`config.mk`:
```
export PLATFORM = sky130hd
export DESIGN_NAME = lif_irq_top
export DESIGN_NICKNAME = d
export VERILOG_FILES = /design/src/lif_pkg.sv /design/src/lif_sync2.sv /design/src/lif_flag_reg.sv /design/src/lif_irq_top.sv
export SDC_FILE = /design/constraint.sdc
export NUM_CORES = 1
export LEC_CHECK = 0
export ABC_AREA = 1
export BUFFER_PORTS_ARGS = -buffer_cell sky130_fd_sc_hd__clkbuf_2
export CORE_ASPECT_RATIO = 1.25
export CORE_MARGIN = 4
export CORE_UTILIZATION = 51
export CTS_CLUSTER_DIAMETER = 50
export DETAILED_ROUTE_END_ITERATION = 8
export PLACE_DENSITY = 0.82
export SKIP_CTS_REPAIR_TIMING = 1
export SLEW_MARGIN = 20
export SYNTH_ARGS = -nofsm -noshare
export SYNTH_HDL_FRONTEND = slang
export SYNTH_HIERARCHICAL = 1
export SYNTH_SLANG_ARGS = --single-unit
```
`constraint.sdc`:
```
create_clock -name hclk -period 1.6 [get_ports hclk]
set_input_delay 0.32 -clock hclk [delete_from_list [all_inputs] [get_ports hclk]]
set_output_delay 0.32 -clock hclk [all_outputs]
set_load 0.02 [all_outputs]
```
`src/lif_pkg.sv`:
```
package lif_pkg;

    // Register indices; byte address is four times the index.
    localparam logic [7:0] LIF_IDX_PEND_TIMERS = 8'h12;
    localparam logic [7:0] LIF_IDX_PEND_ALARMS = 8'h13;
    localparam logic [7:0] LIF_IDX_PEND_IND    = 8'h14;
    localparam logic [7:0] LIF_IDX_MASK_TIMERS = 8'h15;
    localparam logic [7:0] LIF_IDX_MASK_ALARMS = 8'h16;
    localparam logic [7:0] LIF_IDX_MASK_IND    = 8'h17;
    localparam int         LIF_ADDR_LSB        = 2;
    localparam int         LIF_NREG            = 3;

    // Implemented bits of each pending register.
    localparam logic [7:0] LIF_PEND_MASK_TIMERS = 8'h3f;
    localparam logic [7:0] LIF_PEND_MASK_ALARMS = 8'hff;
    localparam logic [7:0] LIF_PEND_MASK_IND    = 8'h02;
    // Enable bits that gate a source; other stored bits do nothing.
    localparam logic [7:0] LIF_EN_MASK_TIMERS   = 8'h3f;
    localparam logic [7:0] LIF_EN_MASK_ALARMS   = 8'hff;
    localparam logic [7:0] LIF_EN_MASK_IND      = 8'h02;
    // Bits of each enable register that software can store.
    localparam logic [7:0] LIF_EN_STORE_TIMERS  = 8'hff;
    localparam logic [7:0] LIF_EN_STORE_ALARMS  = 8'hff;
    localparam logic [7:0] LIF_EN_STORE_IND     = 8'h03;

    localparam logic [7:0] LIF_RST_PEND = 8'h00;
    localparam logic [7:0] LIF_RST_EN   = 8'h00;

    localparam logic [1:0] LIF_HTRANS_NONSEQ = 2'h2;
    localparam logic [1:0] LIF_HTRANS_SEQ    = 2'h3;

    // Source inputs, one per pending bit: event pulses, and the loop closure level.
    typedef struct packed {
        logic [5:0] timers;  // Ring inactive/active, tone2 and tone1.
        logic [5:0] alarms;  // Power alarms 6 down to 1.
        logic       loop_close_level;
        logic       ring_trip;
        logic       indirect_done;
    } lif_events_t;

    // Latched AHB address phase.
    typedef struct packed {
        logic       valid;
        logic       write;
        logic [7:0] index;
    } lif_aphase_t;

endpackage

```
`src/lif_sync2.sv`:
```
`timescale 1ns/1ps
module lif_sync2
    import lif_pkg::*;
(
    input  wire logic hclk,
    input  wire logic hresetn,
    input  wire logic din,
    output logic      dout
);
    logic meta_reg;
    logic sync_reg;

    // Two-flop synchroniser; the first stage feeds only the second.
    always_ff @(posedge hclk or negedge hresetn) begin
        if (!hresetn) begin
            meta_reg <= 1'b0;
            sync_reg <= 1'b0;
        end else begin
            meta_reg <= din;
            sync_reg <= meta_reg;
        end
    end

    assign dout = sync_reg;
endmodule

```
`src/lif_flag_reg.sv`:
```
`timescale 1ns/1ps
module lif_flag_reg
    import lif_pkg::*;
(
    input  wire logic       hclk,
    input  wire logic       hresetn,
    input  wire logic [7:0] set_bits,
    input  wire logic [7:0] clr_bits,
    input  wire logic [7:0] impl_mask,
    output logic [7:0]      flags
);
    logic [7:0] flags_reg;
    logic [7:0] flags_next;

    // Set wins over a same-cycle write-one clear; zeros leave bits alone.
    always_comb begin
        flags_next = ((flags_reg & ~clr_bits) | set_bits)
                     & impl_mask;
    end

    always_ff @(posedge hclk or negedge hresetn) begin
        if (!hresetn) begin
            flags_reg <= LIF_RST_PEND;
        end else begin
            flags_reg <= flags_next;
        end
    end

    assign flags = flags_reg;
endmodule

```
`src/lif_irq_top.sv`:
```
// Our own choice: the AHB-Lite slave port.
`timescale 1ns/1ps
module lif_irq_top
    import lif_pkg::*;
(
    input  wire logic        hclk,
    input  wire logic        hresetn,
    input  wire logic        hsel,
    input  wire logic [31:0] haddr,
    input  wire logic [1:0]  htrans,
    input  wire logic        hwrite,
    input  wire logic [2:0]  hsize,
    input  wire logic [31:0] hwdata,
    input  wire logic        hready,
    output logic [31:0]      hrdata,
    output logic             hreadyout,
    output logic             hresp,
    input  wire logic [5:0]  timer_events,
    input  wire logic [5:0]  alarm_events,
    input  wire logic        loop_close_level,
    input  wire logic        ring_trip_event,
    input  wire logic        indirect_done_event,
    output logic             irq
);
    lif_events_t  ev;
    lif_aphase_t  aph_reg;
    lif_aphase_t  aph_next;
    logic [7:0]   en_reg  [LIF_NREG];
    logic [7:0]   en_next [LIF_NREG];
    logic [7:0]   pend    [LIF_NREG];
    logic [7:0]   set_v   [LIF_NREG];
    logic [7:0]   clr_v   [LIF_NREG];
    logic [7:0]   impl_v  [LIF_NREG];
    logic [7:0]   gate_v  [LIF_NREG];
    logic [7:0]   store_v [LIF_NREG];
    logic [31:0]  rdata_reg;
    logic [31:0]  rdata_next;
    logic         loop_prev_reg;
    logic         loop_sync;
    logic         loop_edge;
    logic         irq_reg;
    logic         irq_next;
    logic         wr_hit;
    int           wr_slot;

    // Map a register index to its pending slot (0..2) or enable slot (3..5).
    function automatic int slot_of(input logic [7:0] idx);
        case (idx)
            LIF_IDX_PEND_TIMERS: slot_of = 0;
            LIF_IDX_PEND_ALARMS: slot_of = 1;
            LIF_IDX_PEND_IND:    slot_of = 2;
            LIF_IDX_MASK_TIMERS: slot_of = 3;
            LIF_IDX_MASK_ALARMS: slot_of = 4;
            LIF_IDX_MASK_IND:    slot_of = 5;
            default:             slot_of = -1;
        endcase
    endfunction

    // Only the loop level comes from another clock domain; sync it.
    lif_sync2 u_loop_sync (
        .hclk    (hclk),
        .hresetn (hresetn),
        .din     (loop_close_level),
        .dout    (loop_sync)
    );

    always_comb begin
        ev.timers           = timer_events;
        ev.alarms           = alarm_events;
        ev.loop_close_level = loop_sync;
        ev.ring_trip        = ring_trip_event;
        ev.indirect_done    = indirect_done_event;
    end

    // Loop closure change detector on the synchronised level.
    always_ff @(posedge hclk or negedge hresetn) begin
        if (!hresetn) begin
            loop_prev_reg <= 1'b0;
        end else begin
            loop_prev_reg <= ev.loop_close_level;
        end
    end
    assign loop_edge = ev.loop_close_level ^ loop_prev_reg;

    // Source bits placed at their documented pending positions.
    always_comb begin
        set_v[0]  = {2'h0, ev.timers};
        set_v[1]  = {ev.alarms, loop_edge, ev.ring_trip};
        set_v[2]  = {6'h00, ev.indirect_done, 1'b0};
        impl_v[0] = LIF_PEND_MASK_TIMERS;
        impl_v[1] = LIF_PEND_MASK_ALARMS;
        impl_v[2] = LIF_PEND_MASK_IND;
        gate_v[0] = LIF_EN_MASK_TIMERS;
        gate_v[1] = LIF_EN_MASK_ALARMS;
        gate_v[2] = LIF_EN_MASK_IND;
        store_v[0] = LIF_EN_STORE_TIMERS;
        store_v[1] = LIF_EN_STORE_ALARMS;
        store_v[2] = LIF_EN_STORE_IND;
    end

    // Address phase capture; zero wait states, always OKAY.
    always_comb begin
        aph_next = aph_reg;
        if (hready) begin
            aph_next.valid = hsel & (htrans == LIF_HTRANS_NONSEQ ||
                                     htrans == LIF_HTRANS_SEQ);
            aph_next.write = hwrite;
            aph_next.index = haddr[LIF_ADDR_LSB +: 8];
        end
    end

    always_comb begin
        wr_slot = slot_of(aph_reg.index);
        wr_hit  = aph_reg.valid & aph_reg.write;
    end

    // Write-one-clear for pending regs, plain store for enable regs.
    generate
        for (genvar g = 0; g < LIF_NREG; g++) begin : g_regs
            always_comb begin
                clr_v[g] = (wr_hit && wr_slot == g) ? hwdata[7:0]
                                                    : 8'h00;
                en_next[g] = en_reg[g];
                if (wr_hit && wr_slot == g + LIF_NREG) begin
                    en_next[g] = hwdata[7:0] & store_v[g];
                end
            end

            always_ff @(posedge hclk or negedge hresetn) begin
                if (!hresetn) begin
                    en_reg[g] <= LIF_RST_EN;
                end else begin
                    en_reg[g] <= en_next[g];
                end
            end

            lif_flag_reg u_flags (
                .hclk      (hclk),
                .hresetn   (hresetn),
                .set_bits  (set_v[g]),
                .clr_bits  (clr_v[g]),
                .impl_mask (impl_v[g]),
                .flags     (pend[g])
            );
        end
    endgenerate

    // Read data registered at the address phase, zero-filled above 8 bits.
    always_comb begin
        int rs;
        rs = slot_of(haddr[LIF_ADDR_LSB +: 8]);
        rdata_next = 32'h0000_0000;
        if (hready && hsel && !hwrite) begin
            for (int k = 0; k < LIF_NREG; k++) begin
                if (rs == k) begin
                    rdata_next = {24'h000000, pend[k]};
                end
                if (rs == k + LIF_NREG) begin
                    rdata_next = {24'h000000, en_reg[k]};
                end
            end
        end
    end

    // Interrupt level from any enabled pending flag.
    always_comb begin
        irq_next = 1'b0;
        for (int k = 0; k < LIF_NREG; k++) begin
            irq_next = irq_next | |(pend[k] & en_reg[k] & gate_v[k]);
        end
    end

    always_ff @(posedge hclk or negedge hresetn) begin
        if (!hresetn) begin
            aph_reg   <= '0;
            rdata_reg <= 32'h0000_0000;
            irq_reg   <= 1'b0;
        end else begin
            aph_reg   <= aph_next;
            rdata_reg <= rdata_next;
            irq_reg   <= irq_next;
        end
    end

    assign hrdata    = rdata_reg;
    assign hreadyout = 1'b1;
    assign hresp     = 1'b0;
    assign irq       = irq_reg;
endmodule

```
-- Word level (Yosys, flattened, before mapping)
Index checks and enable logic that the tools add are counted.
- register bits: 79
- bits of input ports: 89
- output and inout port bits: 35
- equal/unequal tests: 24
- muxes and demuxes: 12
- bitwise gates (word level): 17
- reduce and logical (&&, ||, !) cells: 14
- operators with widths (cell ; number):
    $pmux 32 s6 ; 2
    $mux 32 ; 5
    $eq 32x3->1 const B ; 4
    $eq 32x4->1 const B ; 4
    $eq 8x5->1 const B ; 12
    $eq 32x2->1 const B ; 2
    $logic_not 32->1 ; 2
    $and 8x8->8 ; 2
    $mux 8 ; 2
    $and 6x6->6 ; 2
    $mux 6 ; 2
    $logic_and 1x1->1 ; 8
    $not 8->8 ; 1
    $or 8x8->8 ; 1
    $reduce_or 8->1 ; 1
    $not 6->6 ; 1
    $or 6x6->6 ; 1
    $reduce_or 6->1 ; 1
    $and 2x2->2 ; 2
    $eq 2x2->1 const B ; 2
    $and 1x1->1 ; 2
    $mux 2 ; 1
    $not 2->2 ; 1
    $or 1x1->1 ; 2
    4 further kinds ; 4

-- Longest topological paths before layout
Gate-level depths: netlist of the first run.
- word-level depth: 10
- depth in mapped cells: 12

-- Cells and area by module
Netlist of the first run, hierarchy kept.
- modules (own cells, without submodules) (module ; times used ; cells each ; area an instance (um2)):
    lif_irq_top ; 1 ; 316 ; 2392.3
    lif_flag_reg ; 3 ; 48 ; 390.4
    lif_sync2 ; 1 ; 2 ; 50.0

-- Least setup slack after synthesis of the first run
No wires, ideal clock.
- path type: reg-to-reg
- from: reg aph_reg[6] (netlist name)
- to: reg g_regs[0].u_flags.flags_reg[1]
- setup time: 0.117 ns
- arrival: 1.249 ns
- required time: 1.483 ns
- slack: 0.233 ns
- cell stages (with the launch flop): 11
- buffers on the path: 0
- clock period less this slack: 1.367 ns
- cell sequence: dfrtp_1 > inv_1 > nand4_1 > inv_1 > nand3_2 > nor3_2 > nand2_2 > nor2_1 > inv_1 > nand2_1 > a21oi_2
- RTL lines (element ; line ; text):
    from (decl) ; lif_irq_top.sv:26 ; lif_aphase_t aph_reg;
    from (signal assigned) ; lif_irq_top.sv:179 ; aph_reg <= aph_next;
    to (signal assigned) ; lif_flag_reg.sv:25 ; flags_reg <= flags_next;
    to (decl) ; lif_flag_reg.sv:12 ; logic [7:0] flags_reg;

==> results of run 1 <==
==> metal layers <==
layer	share of wire (%)	wire [um]
met5	0	0
met2	53	4340
met4	2.2	182
met1	38	3080
met3	6.3	510
==> worst max-delay path: cells and delay by family, from the launching register on <==
kind	cells	cell delay [ps]
compound gates	1	50
buf+inv	3	240
flops	1	370
simple gates	6	920
==> layout make-up <==
type | instances | area, um^2 | share of cell area (%)
Multi-Input combinational cell | 320 | 1650 | 38.3
Sequential cell | 64 | 1600 | 37.1
Inverter | 103 | 387 | 8.96
Timing Repair Buffer | 59 | 349 | 8.09
Clock buffer | 13 | 149 | 3.45
Tap cell | 90 | 113 | 2.61
Clock inverter | 3 | 65.1 | 1.51
==> power by group <==
| part | leakage [nW] | switching, mW | total, mW | internal, mW |
|---|---|---|---|---|
| registers | 0.739 | 0.0802 | 1.79 | 1.71 |
| clock network | 0.108 | 0.604 | 1.52 | 0.919 |
| logic | 1.54 | 0.297 | 0.445 | 0.148 |
| total | 2.38 | 0.982 | 3.76 | 2.78 |
==> stage by stage <==
stage          cells  worst slack [ps]  TNS [ps]  area [um^2]
2_1_floorplan    519               233         0         3830
3_3_place_gp     630              46.9         0         3990
3_5_place_dp     630             -33.2      -205         3990
4_1_cts          646             -67.1      -489         4210
5_1_grt          652              -162     -1980         4320
6_report         652             -88.4      -814         4320
==> kinds of logic after synthesis <==
group | Yosys count
flops | 64
simple gates | 182
other cells | 2
xor+xnor | 1
buf+inv | 135
compound gates | 78
==> cell usage in the layout (no fill, tap or decap), types with 4 or more instances in the layout <==
cell	count
a21oi_2	28
o21ai_2	8
inv_2	7
nor2_2	9
nand4_1	4
nand3_1	14
conb_1	59
o21ai_0	16
nor2_1	21
dfrtp_1	64
clkbuf_2	45
clkbuf_8	10
inv_1	96
or2_2	4
nand2_2	10
a21oi_1	8
buf_4	11
nand2_1	103
o21ai_1	14
==> how the worst min path moves through the flow <==
stage	cells past startpoint	from	slack, ps	end
final	1	loop_close_level	80	u_loop_sync/meta_reg
after global routing	1	loop_close_level	80	u_loop_sync/meta_reg
after detailed placement	1	hresetn	240	aph_reg[6]
after CTS	1	hresetn	-130	g_regs[0].u_flags/flags[0]
after global placement	1	hresetn	220	aph_reg[5]
after floorplan	0	hresetn	20	aph_reg[0]
==> synth_stat cells, drive strengths merged <==
cell	instances	area, um^2
nor3	5	35.0
nand2	115	452
nand4	4	25.0
nand3b	1	7.51
nand3	16	90.1
nor2	33	153
a221oi	3	26.3
clkbuf	1	3.75
inv	103	387
o21ai	38	220
nor3b	1	18.8
conb	2	7.51
or2	7	43.8
a21oi	36	285
dfrtp	64	1600
xor2	1	8.76
o211ai	1	7.51
buf	31	241
==> summary.txt, run 1 <==
status -> finished, violations left
failing checks -> setup timing
Seq/Total Area, Yosys -> 44.3%
met1 GRT Util -> 21.6%
Post-Synth XOR/XNOR Area -> 0.242%
FF-to-FF Start -> aph_reg[7]
CTS buffer count -> 9
global route hottest layer -> met2
final hold vios -> 0
IO Pins -> 124
r2r endpoint -> g_regs[1].u_flags/flags[6]
main combinational cell family by area after synthesis -> simple AND/OR/NAND/NOR gates
Final min period -> 1690 ps
# fillers -> 615
die width -> 83.3 um
vias in the first global route -> 3012
R2R cell count -> 10
first-pass GRT wire length -> 13100 um
Gate Count Post-Synth -> 462
critical path startpoint category -> register
Initial Utilization -> 52.1%
setup ws final -> -88.4 ps
Power Dens Cells -> 872 nW/um^2
maximum vdd drop -> 0.484 mV
P&R area growth vs syn -> 19.5%
Slew Viols, Final -> 0
Port Buffer Count -> 45
Worst-path clk slew -> 70 ps
number of synthesized register bits -> 64
H-tree depth reported by CTS -> 3
Avg Cell Area, Syn -> 7.82 um^2
crit path kind -> reg -> reg
CP dominant cell by count -> inv_2
max FFs per register -> 24
worst path required time -> 1840 ps
gpl congestion -> 0.908
DRT Wirelength -> 8120 um
Ys Warns -> 6
fin crit share -> 106%
unrepaired setup endpoints after global routing -> true
die area -> 8500 um^2
Worst path slowest cell -> dfrtp_1
global-route met2 utilization -> 35.4%
critical-path cell list -> inv_2 -> nand4_1 -> inv_2 -> nand3_4 -> nor3_4 -> nand2_4 -> nor2_2 -> inv_1 -> nand2_2 -> a21oi_2
share of layout cells above drive strength 1 -> 26.2%
Max-cap violations -> 0
DRT iter0 DRCs -> 215
Hold Slack -> 80.5 ps
post-synthesis mux area share -> 0%
# diodes -> 0
via count -> 3070
clock sinks -> 64
Yosys cell types -> 32
GRT Resource Usage Total -> 19.7%
Max Root-Sink Buffers -> 2
std cell rows -> 34
Pleak -> 2.38 nW
largest net degree at the start of global routing -> 54
Finish-stage setup viols -> 14
crit path DAT -> 1930 ps
Critical path origin -> aph_reg[7]
wire length per cell -> 12.4 um
core area -> 6930 um^2
Power Total -> 3.76 mW
CTS Root Cell -> clkbuf_8
Critical Path End -> g_regs[1].u_flags/flags[6]
Max FO, Critical Path -> 8
GRT overflow -> 0
final core utilization -> 62.3%
DIE HEIGHT -> 102 um
CTS tree -> done
initial antenna violation count -> 0
Fin Clk Skew -> 6.13 ps
DRT Pass-1 Iters -> 4
endpoint class of the critical path -> register
met3 usage -> 5.65%
R2R Setup Slk -> -90 ps
# DRC -> 0
hpwl dp -> 5920 um
Cell Area, Synth -> 3610 um^2
clk_lat worst skew -> 350 ps
Post-Synth Simple-Gate Area -> 22.8%
Adder-Cell Fraction of Synth Area -> 0%
Synth Area in Compound Gates -> 14.9%
# nets final -> 646
Hold Path Class -> in -> reg
DR vias/cell -> 4.71
slowest stage delay, CP -> 370 ps
Max Clk Rate -> 592 MHz
Final ANT Viol Nets -> 0
No activity file was read; power rests on OpenSTA's default activity.
==> inputs of run 2 (changes only) <==
TNS_END_PERCENT = 5   (was default)
==> summary.txt, run 2 (synthesized netlist as in run 1, its figures left out) <==
status -> finished, violations left
failing checks -> setup timing
unrepaired setup endpoints after global routing -> true
Port Buffer Count -> 45
clk_lat worst skew -> 340 ps
max FFs per register -> 24
crit path kind -> reg -> reg
IO Pins -> 124
clock sinks -> 64
Fin Clk Skew -> 4.34 ps
vias in the first global route -> 3012
most common cell after layout, fill and taps aside -> nand2_1
WL met3 -> 442 um
Hold Path Class -> in -> reg
final hold vios -> 0
Initial Utilization -> 52.1%
H-tree depth reported by CTS -> 3
Net Sw Power -> 0.981 mW
first-pass GRT wire length -> 13100 um
Pleak -> 2.38 nW
Max Root-Sink Buffers -> 2
share of layout cells above drive strength 1 -> 25.1%
wire length per cell -> 12.4 um
most frequent cells in the layout -> nand2_1, inv_1, dfrtp_1, conb_1, clkbuf_2
core area -> 6930 um^2
crit path DAT -> 1930 ps
initial antenna violation count -> 0
GRT Resource Usage Total -> 19.7%
Clk pwr share -> 40.5%
Gate power share -> 11.8%
GRT overflow -> 0
critical path startpoint category -> register
Final ANT Viol Nets -> 0
CTS Root Cell -> clkbuf_8
cell area after layout -> 4300 um^2
# diodes -> 0
Power Dens Cells -> 875 nW/um^2
switching share of total power -> 26.1%
worst path required time -> 1840 ps
# nets final -> 645
Final min period -> 1690 ps
via count -> 3038
setup ws final -> -91.3 ps
DRT Pass-1 Iters -> 4
endpoint class of the critical path -> register
Slew Viols, Final -> 0
hpwl dp -> 5920 um
DIE HEIGHT -> 102 um
Max FO, Critical Path -> 8
fin crit share -> 106%
# DRC -> 0
Max-cap violations -> 0
Placement Cell Area -> 3990 um^2
final core utilization -> 62.0%
Met2 Routed Length -> 4320 um
Worst-path clk slew -> 70 ps
die area -> 8500 um^2
DRT iter0 DRCs -> 193
die width -> 83.3 um
Metal-1 WL -> 3140 um
Max Clk Rate -> 591 MHz
part of the power in registers -> 47.7%
maximum vdd drop -> 0.482 mV
largest net degree at the start of global routing -> 54
std cell rows -> 34
DR vias/cell -> 4.67
P&R area growth vs syn -> 18.9%
DRT Wirelength -> 8100 um
CTS buffer count -> 9
Finish-stage setup viols -> 14
gpl congestion -> 0.908
Pint -> 2.78 mW
Max Used Layer -> met4
CTS tree -> done
run 2: final timing paths:
| kind | from | to | slack [ps] | depth (start not counted) |
|---|---|---|---|---|
| worst max-delay path | aph_reg[7] | g_regs[1].u_flags/flags[5] | -90 | 10 |
| worst min-delay path | loop_close_level | u_loop_sync/meta_reg | 80 | 1 |
| worst max register to register | aph_reg[7] | g_regs[1].u_flags/flags[5] | -90 | 10 |
| worst min register to register | u_loop_sync/meta_reg | u_loop_sync/dout | 350 | 0 |
| max in group asynchronous | hresetn | en_reg[12] | 620 | 3 |
| min in group asynchronous | hresetn | aph_reg[6] | 400 | 2 |
run 2: area by class of cell:
type | instances | area (um^2)
flip-flops and latches | 64 | 1600
inverters | 103 | 387
repair buffers | 58 | 342
clock inverters | 3 | 65.1
clock buffers | 13 | 149
multi-input cells | 320 | 1640
fillers | 620 | 2640
well taps | 90 | 113
run 2: worst max-delay path: stages (launching register included):
cell,delay [ps]
dfrtp_1,370
inv_2,60
nand4_1,150
inv_2,130
nand3_4,90
nor3_4,310
nand2_4,180
nor2_2,130
inv_1,50
nand2_1,70
a21oi_2,50
run 2: stage by stage:
step	setup TNS, ps	worst slack (ps)	hold slack (ps)	cells	total power [mW]
after floorplan	0	233	24.4	519	2.13
after global routing	-2050	-183	75.9	651	3.93
after detailed placement	-205	-33.2	236	630	2.24
after CTS	-489	-67.1	-132	646	3.75
final	-692	-91.3	80.5	651	3.76
after global placement	0	46.9	225	630	2.22
run 2: power by group through the flow:
stage                     Combinational (mW)  Sequential (mW)  Clock, mW
final                                  0.443             1.79       1.52
after global routing                   0.502             1.80       1.62
after CTS                              0.423             1.79       1.54
after detailed placement               0.420             1.82          0
after global placement                 0.406             1.81          0
after floorplan                        0.336             1.79          0
run 2: routing by layer:
layer,GRT usage [%],vias up
li1,-,1501
met3,5.65,20
met5,0,-
met2,35.4,96
met1,21.6,1421
met4,9.69,0
==> inputs of run 3 (changes only) <==
CORE_UTILIZATION = 35   (was 51)
PLACE_DENSITY = 0.67   (was 0.82)
REMOVE_ABC_BUFFERS = 1   (was default)
==> summary.txt, run 3 (synthesized netlist as in run 1, its figures left out) <==
status -> finished, violations left
failing checks -> setup timing
GRT Resource Usage Total -> 14.6%
P&R area growth vs syn -> 23.3%
part of the power in registers -> 44.1%
DIE HEIGHT -> 122 um
hpwl dp -> 6260 um
CP dominant cell by count -> inv_2
share of layout cells above drive strength 1 -> 25.8%
H-tree depth reported by CTS -> 3
# nets final -> 651
Worst path slowest cell -> dfrtp_1
DR vias/cell -> 4.35
Gate power share -> 11.1%
cell area after layout -> 4460 um^2
slowest stage delay, CP -> 370 ps
GRT overflow -> 0
CTS tree -> done
endpoint class of the critical path -> register
first-pass GRT wire length -> 13700 um
largest delay contributor family on the critical path -> simple AND/OR/NAND/NOR gates
maximum vdd drop -> 0.572 mV
CTS buffer count -> 9
Max FO, Critical Path -> 8
Post-Layout Cell Count -> 694
Port Buffer Count -> 45
worst path required time -> 1820 ps
IO Pins -> 124
most frequent cells in the layout -> nand2_1, inv_1, dfrtp_1, conb_1, clkbuf_2
final hold vios -> 0
Max Clk Rate -> 623 MHz
switching share of total power -> 25.4%
CTS Root Cell -> clkbuf_16
placed cells -> 675
critical path startpoint category -> register
clk_lat worst skew -> 330 ps
core area -> 10100 um^2
Fin Clk Skew -> 7.42 ps
# DRC -> 0
Pint -> 3.03 mW
clock sinks -> 64
# diodes -> 0
final core utilization -> 44.1%
Worst-path clk slew -> 50 ps
via count -> 3016
Net Sw Power -> 1.03 mW
critical-path cell list -> inv_2 -> nand4_1 -> inv_2 -> nand3_4 -> nor3_4 -> nand2_4 -> nor2_1 -> inv_1 -> nand2_1 -> a21oi_2
Power Total -> 4.06 mW
largest net degree at the start of global routing -> 30
Clk pwr share -> 44.8%
die area -> 12000 um^2
die width -> 98.9 um
unrepaired setup endpoints after global routing -> true
TNS Setup -> -9.89 ps
Worst Tran Pin Value -> 512 ps
Power Dens Cells -> 911 nW/um^2
setup ws final -> -6.09 ps
Pleak -> 2.44 nW
initial antenna violation count -> 0
most common cell after layout, fill and taps aside -> nand2_1
crit path DAT -> 1830 ps
Slew Viols, Final -> 0
std cell rows -> 41
gpl congestion -> 0.884
vias in the first global route -> 3052
Initial Utilization -> 35.8%
slew margin rel. -> 65.8%
Max Root-Sink Buffers -> 2
wire length per cell -> 11.8 um
Placement Cell Area -> 4100 um^2
DRT Pass-1 Iters -> 4
max FFs per register -> 24
DRT Wirelength -> 8210 um
Hold Path Class -> in -> reg
fin crit share -> 100%
Max-cap violations -> 0
crit path kind -> reg -> reg
DRT iter0 DRCs -> 102
worst path bufs/invs -> 3
Final ANT Viol Nets -> 0
Finish-stage setup viols -> 2
Final min period -> 1610 ps
[run 3: changes by cell type in the layout (fill, tap and decap cells not counted), sizes merged]
cell	change
bufinv	-2
clkbuf	+1
clkinv	-1
buf	+6
[run 3: layout make-up]
type                    instances  area, um^2
repair buffers                 64         399
well taps                     129         161
flip-flops and latches         64        1600
multi-input cells             320        1630
inverters                     103         387
fillers                      1017        5650
clock buffers                  14         274
[run 3: worst register-to-register path, cell delays in order (launching register included)]
cell and delay, ps:
dfrtp_1 370, inv_2 50, nand4_1 130, inv_2 110
nand3_4 80, nor3_4 300, nand2_4 170, nor2_1 120
inv_1 40, nand2_1 70, a21oi_2 50
[run 3: final timing paths]
| check | cells past startpoint | slack (ps) | startpoint | end |
|---|---|---|---|---|
| worst max-delay path | 10 | -6 | aph_reg[5] | g_regs[1].u_flags/flags[4] |
| worst min-delay path | 1 | 100 | loop_close_level | u_loop_sync/meta_reg |
| worst max register to register | 10 | -6 | aph_reg[5] | g_regs[1].u_flags/flags[4] |
| worst min register to register | 0 | 340 | u_loop_sync/meta_reg | u_loop_sync/dout |
| max in group asynchronous | 3 | 570 | hresetn | hrdata[6] |
| min in group asynchronous | 2 | 500 | hresetn | aph_reg[7] |
[run 3: power groups by stage]
| stage | Combinational [mW] | Clock, mW | Sequential, mW |
|---|---|---|---|
| 2_1_floorplan | 0.282 | 0 | 1.79 |
| 3_5_place_dp | 0.436 | 0 | 1.81 |
| 5_1_grt | 0.513 | 1.91 | 1.80 |
| 6_report | 0.452 | 1.82 | 1.79 |
| 3_3_place_gp | 0.426 | 0 | 1.81 |
| 4_1_cts | 0.438 | 1.85 | 1.79 |
[run 3: metrics by stage]
stage                     hold slack [ps]  setup slack, ps
after floorplan                      24.4              233
after global routing                 95.9             -138
after detailed placement              306             63.0
after global placement                301             88.0
final                                 103            -6.09
after CTS                           -46.1             35.4
[run 3: routing by layer]
| metal | wire length, um | vias up | global-route usage [%] |
|---|---|---|---|
| met4 | 282 | 0 | 8.11 |
| met3 | 397 | 24 | 3.38 |
| li1 | - | 1515 | - |
| met2 | 4250 | 81 | 24.9 |
| met1 | 3280 | 1396 | 16.7 |
| met5 | 0 | - | 0 |
